File: src/include/gscm_pkg.sv
// constants for the gauge standard command map
package gscm_pkg;
  localparam int ADDR_W = 8;
  localparam logic [7:0] OFS_CONTROL = 8'h00;
  localparam logic [7:0] OFS_LOAD_RATE = 8'h02;
  localparam logic [7:0] OFS_RAW_CHARGE = 8'h04;
  localparam logic [7:0] OFS_TEMPERATURE = 8'h06;
  localparam logic [7:0] OFS_VOLTAGE = 8'h08;
  localparam logic [7:0] OFS_STATUS = 8'h0A;
  localparam logic [7:0] OFS_UNCOMP_REM = 8'h0C;
  localparam logic [7:0] OFS_UNCOMP_FULL = 8'h0E;
  localparam logic [7:0] OFS_SEL_REM = 8'h10;
  localparam logic [7:0] OFS_SEL_FULL = 8'h12;
  localparam logic [7:0] OFS_MEAN_CUR = 8'h14;
  localparam logic [7:0] OFS_RUNTIME = 8'h16;
  localparam logic [7:0] OFS_SMOOTH_FULL = 8'h18;
  localparam logic [7:0] OFS_PROTECT = 8'h1A;
  localparam logic [7:0] OFS_COMP_FULL = 8'h1C;
  localparam logic [7:0] OFS_PEAK_CUR = 8'h1E;
  localparam logic [7:0] OFS_COMP_REM = 8'h20;
  localparam logic [7:0] OFS_SMOOTH_REM = 8'h22;
  localparam logic [7:0] OFS_LAST = 8'h23;
  localparam logic [15:0] SUB_PEAK_INT_CLEAR = 16'h0023;
  localparam logic [15:0] SUB_CAL_TOGGLE = 16'h002D;
  localparam logic [15:0] SUB_FULL_RESET = 16'h0041;
  localparam logic [15:0] SUB_RAW_START = 16'h0080;
  localparam logic [15:0] SUB_RAW_STOP = 16'h0081;
  localparam logic [15:0] SUB_OFFSET_CAL = 16'h0082;
  // status word bit positions
  localparam int ST_BAT_HIGH = 13;
  localparam int ST_BAT_LOW = 12;
  localparam int ST_CHG_INHIBIT = 11;
  localparam int ST_FULL_CHARGE = 9;
  localparam int ST_CHG_SUSPEND = 7;
  localparam int ST_PEAK_CHANGE = 4;
  localparam int ST_CHG_ALLOWED = 3;
  localparam int ST_FIRST_THR = 2;
  localparam int ST_FINAL_THR = 1;
  localparam int ST_DISCHARGING = 0;
  // protection word bit positions
  localparam int PR_INTERNAL_SHORT = 5;
  localparam int PR_TAB_DISCONNECT = 4;
  localparam int PR_OVERTEMP_CHG = 3;
  localparam int PR_OVERTEMP_DSG = 2;
  localparam logic [15:0] RST_LOAD_RATE = 16'h0000;
  localparam logic [15:0] RST_CONTROL = 16'h0000;
  localparam logic [15:0] SOC_MAX = 16'h0064;
  localparam logic [15:0] VOLT_MAX = 16'h1770;
  localparam logic [15:0] TTE_IDLE = 16'hFFFF;
  localparam logic [15:0] FC_THR_OFF = 16'hFFFF;
  // average current refresh periods
  localparam int CLK_HZ = 125000000;
  localparam int AVG_NORMAL_S = 1;
  localparam int AVG_SLEEP_S = 20;
  localparam int AVG_NORMAL_CYC = CLK_HZ * AVG_NORMAL_S;
  localparam longint AVG_SLEEP_CYC = longint'(CLK_HZ) * AVG_SLEEP_S;
endpackage : gscm_pkg

File: src/verilog/gscm_command_map.sv
// standard command register map of the gauge with its subcommand decoder
// How it works
// - 0x0023 clears peak-current interrupt when enabled
// - 0x002D toggles calibration mode
// - 0x0041 full reset only while unlocked
// - 0x0080 starts, 0x0081 stops raw collection
// - 0x0082 offset calibration only in calibration
// - load-rate word signed, units per load model
// - 0x04 raw charge percent clamped 0..100
// - 0x06 temperature from sensor per source bit
// - 0x08 pack voltage in mV, 0..6000
// - status high byte: bits 5,4,3,1
// - status low byte: bits 7,4,3,2,1,0
// - charge inhibit/suspend from temperature limits
// - full-charge flag from termination or threshold
// - 0x10/0x12 follow filter select bit
// - mean current refresh 1 s or 20 s
// - runtime reads 65535 when not discharging
// - protection word low byte bits 5..2
// - 0x0C/0x0E uncompensated capacities in mAh
// - 0x20/0x22 compensated raw and filtered remaining
// - 0x18 smoothed full capacity; host reads 0x1C
// - 0x1E peak sustainable discharge current
// - subcommand results readable at 0x00/0x01
module gscm_command_map
  import gscm_pkg::*;
#(
  parameter longint AVG_SLEEP_CYCLES = gscm_pkg::AVG_SLEEP_CYC,
  parameter int AVG_NORMAL_CYCLES = gscm_pkg::AVG_NORMAL_CYC
)(
  input wire logic clock_i,
  input wire logic rst_b_i,
  input wire logic [gscm_pkg::ADDR_W-1:0] addr_i,
  input wire logic wr_en_i,
  input wire logic [7:0] wr_data_i,
  input wire logic rd_en_i,
  output logic [7:0] rd_data_o,
  input wire logic unlocked_i,
  input wire logic peak_current_feature_enable_i,
  input wire logic filter_select_bit_i,
  input wire logic temp_source_select_i,
  input wire logic sleep_mode_i,
  input wire logic load_model_i,
  input wire logic [15:0] raw_charge_i,
  input wire logic [15:0] internal_temp_i,
  input wire logic [15:0] thermistor_temp_i,
  input wire logic [15:0] voltage_i,
  input wire logic [15:0] current_i,
  input wire logic [15:0] runtime_i,
  input wire logic [15:0] uncomp_rem_i,
  input wire logic [15:0] uncomp_full_i,
  input wire logic [15:0] comp_rem_i,
  input wire logic [15:0] comp_full_i,
  input wire logic [15:0] smooth_rem_i,
  input wire logic [15:0] smooth_full_i,
  input wire logic [15:0] peak_current_i,
  input wire logic [15:0] temp_limit1_i,
  input wire logic [15:0] temp_limit4_i,
  input wire logic [15:0] temp_limit5_i,
  input wire logic charging_i,
  input wire logic charge_term_i,
  input wire logic [15:0] full_charge_set_threshold_i,
  input wire logic [15:0] state_of_charge_i,
  input wire logic battery_high_flag_i,
  input wire logic battery_low_flag_i,
  input wire logic peak_change_i,
  input wire logic fast_charge_allowed_flag_i,
  input wire logic first_threshold_flag_i,
  input wire logic final_threshold_flag_i,
  input wire logic discharging_flag_i,
  input wire logic internal_short_fault_i,
  input wire logic tab_disconnect_fault_i,
  input wire logic overtemp_charge_fault_i,
  input wire logic overtemp_discharge_fault_i,
  input wire logic [15:0] sub_result_i,
  output logic peak_interrupt_o,
  output logic calibration_active_bit_o,
  output logic raw_collect_o,
  output logic offset_cal_start_o,
  output logic full_reset_o,
  output logic load_model_o,
  output logic [15:0] load_rate_setpoint_o
);
  import gscm_pkg::*;

  typedef struct packed {
    logic [15:0] control;
    logic [15:0] load_rate;
    logic [15:0] mean_cur;
    logic [31:0] avg_cnt;
    logic peak_int;
    logic peak_change_d;
    logic cal_active;
    logic raw_collect;
    logic offset_cal;
    logic full_reset;
    logic [7:0] rd_data;
  } gscm_state_t;

  gscm_state_t state_reg;
  gscm_state_t state_next;

  // clamp to an upper bound
  function automatic logic [15:0] gscm_clamp(input logic [15:0] v, input logic [15:0] lim);
    gscm_clamp = (v > lim) ? lim : v;
  endfunction : gscm_clamp

  // a change event counts only on its rising edge
  function automatic logic gscm_rise(input logic now_v, input logic before_v);
    gscm_rise = now_v && !before_v;
  endfunction : gscm_rise

  logic [15:0] temperature;
  logic [15:0] status_word;
  logic [15:0] protect_word;
  logic charge_inhibit_flag;
  logic charge_suspend_flag;
  logic full_charge_flag;
  logic [15:0] word_sel;
  logic [31:0] avg_period;
  logic [15:0] sub_code;
  logic peak_event;

  always_comb
  begin
    if (temp_source_select_i)
    begin
      temperature = thermistor_temp_i;
    end
    else
    begin
      temperature = internal_temp_i;
    end
    charge_inhibit_flag = !charging_i && ((temperature < temp_limit1_i) ||
      (temperature > temp_limit4_i));
    charge_suspend_flag = charging_i && ((temperature < temp_limit1_i) ||
      (temperature > temp_limit5_i));
    if (full_charge_set_threshold_i == FC_THR_OFF)
    begin
      full_charge_flag = charge_term_i;
    end
    else
    begin
      full_charge_flag = state_of_charge_i > full_charge_set_threshold_i;
    end
  end

  always_comb
  begin
    // reserved bits read as zero
    status_word = 16'h0000;
    status_word[ST_BAT_HIGH] = battery_high_flag_i;
    status_word[ST_BAT_LOW] = battery_low_flag_i;
    status_word[ST_CHG_INHIBIT] = charge_inhibit_flag;
    status_word[ST_FULL_CHARGE] = full_charge_flag;
    status_word[ST_CHG_SUSPEND] = charge_suspend_flag;
    status_word[ST_PEAK_CHANGE] = peak_change_i;
    status_word[ST_CHG_ALLOWED] = fast_charge_allowed_flag_i;
    status_word[ST_FIRST_THR] = first_threshold_flag_i;
    status_word[ST_FINAL_THR] = final_threshold_flag_i;
    status_word[ST_DISCHARGING] = discharging_flag_i;
  end

  always_comb
  begin
    protect_word = 16'h0000;
    protect_word[PR_INTERNAL_SHORT] = internal_short_fault_i;
    protect_word[PR_TAB_DISCONNECT] = tab_disconnect_fault_i;
    protect_word[PR_OVERTEMP_CHG] = overtemp_charge_fault_i;
    protect_word[PR_OVERTEMP_DSG] = overtemp_discharge_fault_i;
  end

  // word picked by the even address of the pair
  always_comb
  begin
    unique case ({addr_i[7:1], 1'b0})
      OFS_CONTROL:
      begin
        word_sel = state_reg.control;
      end
      OFS_LOAD_RATE:
      begin
        word_sel = state_reg.load_rate;
      end
      OFS_RAW_CHARGE:
      begin
        word_sel = gscm_clamp(raw_charge_i, SOC_MAX);
      end
      OFS_TEMPERATURE:
      begin
        word_sel = temperature;
      end
      OFS_VOLTAGE:
      begin
        word_sel = gscm_clamp(voltage_i, VOLT_MAX);
      end
      OFS_STATUS:
      begin
        word_sel = status_word;
      end
      OFS_UNCOMP_REM:
      begin
        word_sel = uncomp_rem_i;
      end
      OFS_UNCOMP_FULL:
      begin
        word_sel = uncomp_full_i;
      end
      OFS_SEL_REM:
      begin
        word_sel = filter_select_bit_i ? smooth_rem_i : comp_rem_i;
      end
      OFS_SEL_FULL:
      begin
        word_sel = filter_select_bit_i ? smooth_full_i : comp_full_i;
      end
      OFS_MEAN_CUR:
      begin
        word_sel = state_reg.mean_cur;
      end
      OFS_RUNTIME:
      begin
        if (discharging_flag_i)
        begin
          word_sel = runtime_i;
        end
        else
        begin
          word_sel = TTE_IDLE;
        end
      end
      OFS_SMOOTH_FULL:
      begin
        word_sel = smooth_full_i;
      end
      OFS_PROTECT:
      begin
        word_sel = protect_word;
      end
      OFS_COMP_FULL:
      begin
        word_sel = comp_full_i;
      end
      OFS_PEAK_CUR:
      begin
        word_sel = peak_current_i;
      end
      OFS_COMP_REM:
      begin
        word_sel = comp_rem_i;
      end
      OFS_SMOOTH_REM:
      begin
        word_sel = smooth_rem_i;
      end
      default:
      begin
        word_sel = 16'h0000;
      end
    endcase
  end

  always_comb
  begin
    state_next = state_reg;
    state_next.offset_cal = 1'b0;
    state_next.full_reset = 1'b0;
    state_next.peak_change_d = peak_change_i;
    avg_period = sleep_mode_i ? 32'(AVG_SLEEP_CYCLES) : 32'(AVG_NORMAL_CYCLES);
    sub_code = {wr_data_i, state_reg.control[7:0]};
    peak_event = gscm_rise(peak_change_i, state_reg.peak_change_d);
    // peak interrupt raised on a new change event
    if (peak_current_feature_enable_i && peak_event)
    begin
      state_next.peak_int = 1'b1;
    end
    // average current sampled once per refresh period
    if (state_reg.avg_cnt >= avg_period - 32'd1)
    begin
      state_next.avg_cnt = 32'd0;
      state_next.mean_cur = current_i;
    end
    else
    begin
      state_next.avg_cnt = state_reg.avg_cnt + 32'd1;
    end
    if (rd_en_i)
    begin
      if (addr_i[0])
      begin
        state_next.rd_data = word_sel[15:8];
      end
      else
      begin
        state_next.rd_data = word_sel[7:0];
      end
    end
    if (wr_en_i)
    begin
      unique case (addr_i)
        OFS_CONTROL:
        begin
          state_next.control[7:0] = wr_data_i;
        end
        OFS_CONTROL + 8'h01:
        begin
          // a high-byte write completes the subcommand
          state_next.control = sub_result_i;
          unique case (sub_code)
            SUB_PEAK_INT_CLEAR:
            begin
              // a new event in the same cycle wins over the clear
              if (peak_current_feature_enable_i && !peak_event)
              begin
                state_next.peak_int = 1'b0;
              end
            end
            SUB_CAL_TOGGLE:
            begin
              state_next.cal_active = !state_reg.cal_active;
            end
            SUB_FULL_RESET:
            begin
              state_next.full_reset = unlocked_i;
            end
            SUB_RAW_START:
            begin
              state_next.raw_collect = 1'b1;
            end
            SUB_RAW_STOP:
            begin
              state_next.raw_collect = 1'b0;
            end
            SUB_OFFSET_CAL:
            begin
              state_next.offset_cal = state_reg.cal_active;
            end
            default:
            begin
              state_next.control = sub_result_i;
            end
          endcase
        end
        OFS_LOAD_RATE:
        begin
          state_next.load_rate[7:0] = wr_data_i;
        end
        OFS_LOAD_RATE + 8'h01:
        begin
          state_next.load_rate[15:8] = wr_data_i;
        end
        default:
        begin
          // read-only pairs ignore writes
          state_next.rd_data = state_next.rd_data;
        end
      endcase
    end
  end

  always_ff @(posedge clock_i)
  begin
    if (!rst_b_i || state_reg.full_reset)
    begin
      state_reg <= '0;
      state_reg.control <= RST_CONTROL;
      state_reg.load_rate <= RST_LOAD_RATE;
    end
    else
    begin
      state_reg <= state_next;
    end
  end

  assign rd_data_o = state_reg.rd_data;
  assign peak_interrupt_o = state_reg.peak_int;
  assign calibration_active_bit_o = state_reg.cal_active;
  assign raw_collect_o = state_reg.raw_collect;
  assign offset_cal_start_o = state_reg.offset_cal;
  assign full_reset_o = state_reg.full_reset;
  assign load_model_o = load_model_i;
  assign load_rate_setpoint_o = state_reg.load_rate;
endmodule : gscm_command_map

File: config.mk
export PLATFORM = sky130hd
export DESIGN_NAME = gscm_command_map
export DESIGN_NICKNAME = d
export VERILOG_FILES = /design/src/include/gscm_pkg.sv /design/src/verilog/gscm_command_map.sv
export SDC_FILE = /design/constraint.sdc
export NUM_CORES = 1
export LEC_CHECK = 0
export BUFFER_PORTS_ARGS = -buffer_cell sky130_fd_sc_hd__buf_2
export CORE_UTILIZATION = 30
export CTS_CLUSTER_DIAMETER = 60
export CTS_CLUSTER_SIZE = 20
export DETAILED_ROUTE_END_ITERATION = 10
export REMOVE_ABC_BUFFERS = 1
export SYNTH_ARGS = -nofsm -noshare
export SYNTH_HDL_FRONTEND = slang
export SYNTH_SLANG_ARGS = --single-unit
export TNS_END_PERCENT = 10
File: constraint.sdc
create_clock -name clock_i -period 4.3 [get_ports clock_i]
set_input_delay 0.215 -clock clock_i [delete_from_list [all_inputs] [get_ports clock_i]]
set_output_delay 0.215 -clock clock_i [all_outputs]
set_load 0.01 [all_outputs]
==> results.md <==
* Cell with the most instances after synthesis: nor2_1
* Worst R2R Path Depth at 7
* Most used standard cells in the synthesized netlist: nor2_1, nand2_1, dfxtp_1
* Primary flip-flop cell chosen by synthesis mapping: dfxtp_1
* Total iterations of the first detailed-routing run at 5
* Post-layout nets at 1784
* Post-synthesis instance area at 0.00819 mm²
* Setup-failing EPs final at 0
* Via count of the first global-routing pass at 9102
* Final slew viol count at 0
* Worst-Margin Slew at 1.07 ns
* Arrival time at the worst endpoint at 3.32 ns
* Portion of the post-synthesis area used by sequential elements at 0.230
* Die Span X at 167 µm
* Max Root-Sink Buffers at 2
* Cells after DPL at 1695
* Number of buffers inserted by hold repair at cts at 0
* Root cell of the clock tree: clkbuf_16
* CP startpoint kind: flop
* Floorplan die height at 167 µm
* Reg-to-reg slack, setup at 1.20 ns
* Startpoint of the worst hold path: current_i[15]
* Number of antenna violations at the first check in global routing at 10
* Number of fill cells in the layout at 2878
* Number of unique standard cell types used by synthesis at 84
* Number of maximum-capacitance violations at 0
* Final antenna-violating net count at 0
* Maximum fanout along the worst path at 33
* DIE AREA at 0.0280 mm²
* Wire length after detailed routing at 41000 µm
* GRT Total Usage at 0.284
* Largest voltage drop on the vdd net at 0.209 mV
* Standard cell core area at 0.0269 mm²
* Achievable Freq at 0.323 GHz
* Pwr per Cell Area at 222 mW/mm²
* Footprint of the multi-input gates at 0.00560 mm²
* Post-synthesis cell count at 1050
* Unrepaired setup endpoints after global routing: false
* Area growth from synthesis to final layout at 27.4%
* Number of standard cells in the final layout excluding fillers at 1718
* Row count at 60
* Leakage power total at 4.92 nW
* Seq cells post-synth at 94
* Share of post-route cells with drive strength above 1 at 0.327
* Tightest Hold Check Type: in2reg
* Outcome: finished, final reports clean
* Number of top-level pins at 373
* Ys Warns at 0
* Top cell type's share of synthesized area at 0.230
* Worst slew slack as a fraction of its limit at 0.287
* H-tree level count at 3
* Async S/R FF share, synth at 0
* DRT iter0 DRCs at 895
* Post-detailed-route wirelength per cell at 23.8 µm
* TritonCTS clock tree: done
* Clock transition at the register clock pins on the worst setup and hold paths after CTS at 0.07 ns
* Hpwl dp at 34400 µm
* Count of endpoints failing hold in the final timing report at 0
* Setup repair bufs after CTS at 0
* Destination of the worst hold path: state_reg[61]
* Global-route wire length before repair at 58100 µm
* Number of cells upsized or downsized after cts at 0
* Largest net degree at the start of global routing at 39
* Endpoint kind of the worst setup timing path: flop
* Setup Total Neg Slack at 0 ns
* Clock skew after layout at 0.0129 ns
* Remaining routing DRC violations at 0
* Worst hold stages at 3
* Clock Latency Late Sink at 0.36 ns
* Vias per cell at 5.57
* Synth area leader: dfxtp_1
* Placer congestion estimate at 0.969
* Number of enable-type register cells in the synthesized netlist at 0
* Type of the worst setup path: reg2reg
* Buffers on Ports at 370
* Area used by sequential logic in the layout at 0.00188 mm²
* Worst Path Required at 4.52 ns
* Starting density of the core at 0.305
* Number of buffers added by the clock tree synthesis step at 9
* Synthesized area divided by synthesized cell count at 7.80 µm²
* Via total after detailed routing at 9573
* Number of flip-flops under the largest register name at 65
* Endpoint of the most critical register-to-register path: state_reg[41]
* Cell types occupying the most area after synthesis: dfxtp_1, ha_1, nor2_1
* Fin crit share at 0.721
* Num Clock Sinks at 94
* Reg-to-Reg Start: state_reg[39]
* GRT Residual Overflow at 0
* Clock period minus final worst setup slack at 3.10 ns
## critical path: stages (launching register included)
cell,delay [ns]
dfxtp_1,0.35
ha_1,0.29
a21o_1,0.11
a21oi_1,0.06
or4_1,0.50
o21ai_2,0.86
or2_2,0.67
nor2_1,0.12
## cells in the final DEF, fill, tap and decap left out, types with 5 or more instances in the layout
cell / n
a311oi_1: 9
nand4_1: 27
nor3_1: 13
inv_1: 78
ha_1: 76
a222oi_1: 9
a32o_1: 5
nor4_1: 9
a32oi_1: 5
a221o_1: 5
nand2_1: 103
mux2_2: 23
diode_2: 8
and3_1: 11
a2111oi_0: 6
nand3_1: 61
a22o_1: 9
nor2_1: 108
xnor2_1: 10
a211oi_1: 14
a21o_1: 8
nor3_2: 6
buf_2: 370
buf_4: 8
xor2_1: 21
and2_1: 11
mux2i_1: 33
a31oi_1: 6
clkbuf_16: 9
a221oi_1: 12
nor2b_1: 9
nand2b_1: 8
a21oi_1: 30
dfxtp_1: 94
o21ai_0: 53
a22oi_1: 22
## stage by stage
step            util  setup WS (ns)  cell area (µm²)  total power [mW]  hold WS [ns]
5_1_grt        0.388          0.896            10400              2.41        0.0816
4_1_cts        0.388           1.19            10400              2.32        0.0711
2_1_floorplan      -           1.36             7770              1.13         0.337
3_5_place_dp   0.376           1.12            10100              1.46         0.430
6_report       0.388           1.20            10400              2.32        0.0811
3_3_place_gp   0.376           1.19            10100              1.46         0.430
## routing by layer
layer  part of all wire  global-route usage  vias to the layer above
li1                   -                   -                     4460
met1               0.39               0.343                     4486
met2               0.48               0.495                      541
met3              0.085              0.0537                       78
met4              0.037               0.112                        8
met5             0.0011                   0                        -
## how the worst max path moves through the flow
stage	from	end	slack, ns	depth (start not counted)
after global routing	state_reg[39]	state_reg[22]	0.90	7
after global placement	sleep_mode_i	state_reg[25]	1.19	8
final	state_reg[39]	state_reg[41]	1.20	7
after detailed placement	sleep_mode_i	state_reg[37]	1.12	8
after CTS	state_reg[39]	state_reg[37]	1.19	7
after floorplan	state_reg[39]	state_reg[16]	1.36	7
## cell type report
type,count,area share
inverters,79,0.0284
multi-input cells,803,0.536
clock buffers,10,0.0229
clock inverters,5,0.00647
flip-flops and latches,94,0.180
well taps,341,0.0409
repair buffers,378,0.183
diodes,8,0.00192
## cells by family after synthesis
family | after synthesis | share of synthesized area
adders and majority gates | 76 | 0.116
and+or+nand+nor | 404 | 0.249
AOI/OAI and AO/OA | 234 | 0.206
DFF | 94 | 0.230
xor gates and xnor gates | 31 | 0.0331
muxes | 58 | 0.0774
buffers and inverters | 153 | 0.0881
## power breakdown
group          total (mW)  switching [mW]  internal [mW]
sequential          0.879         0.00423          0.875
combinational       0.574           0.330          0.244
clock               0.864           0.391          0.473
No activity file was read; power rests on OpenSTA's default activity.
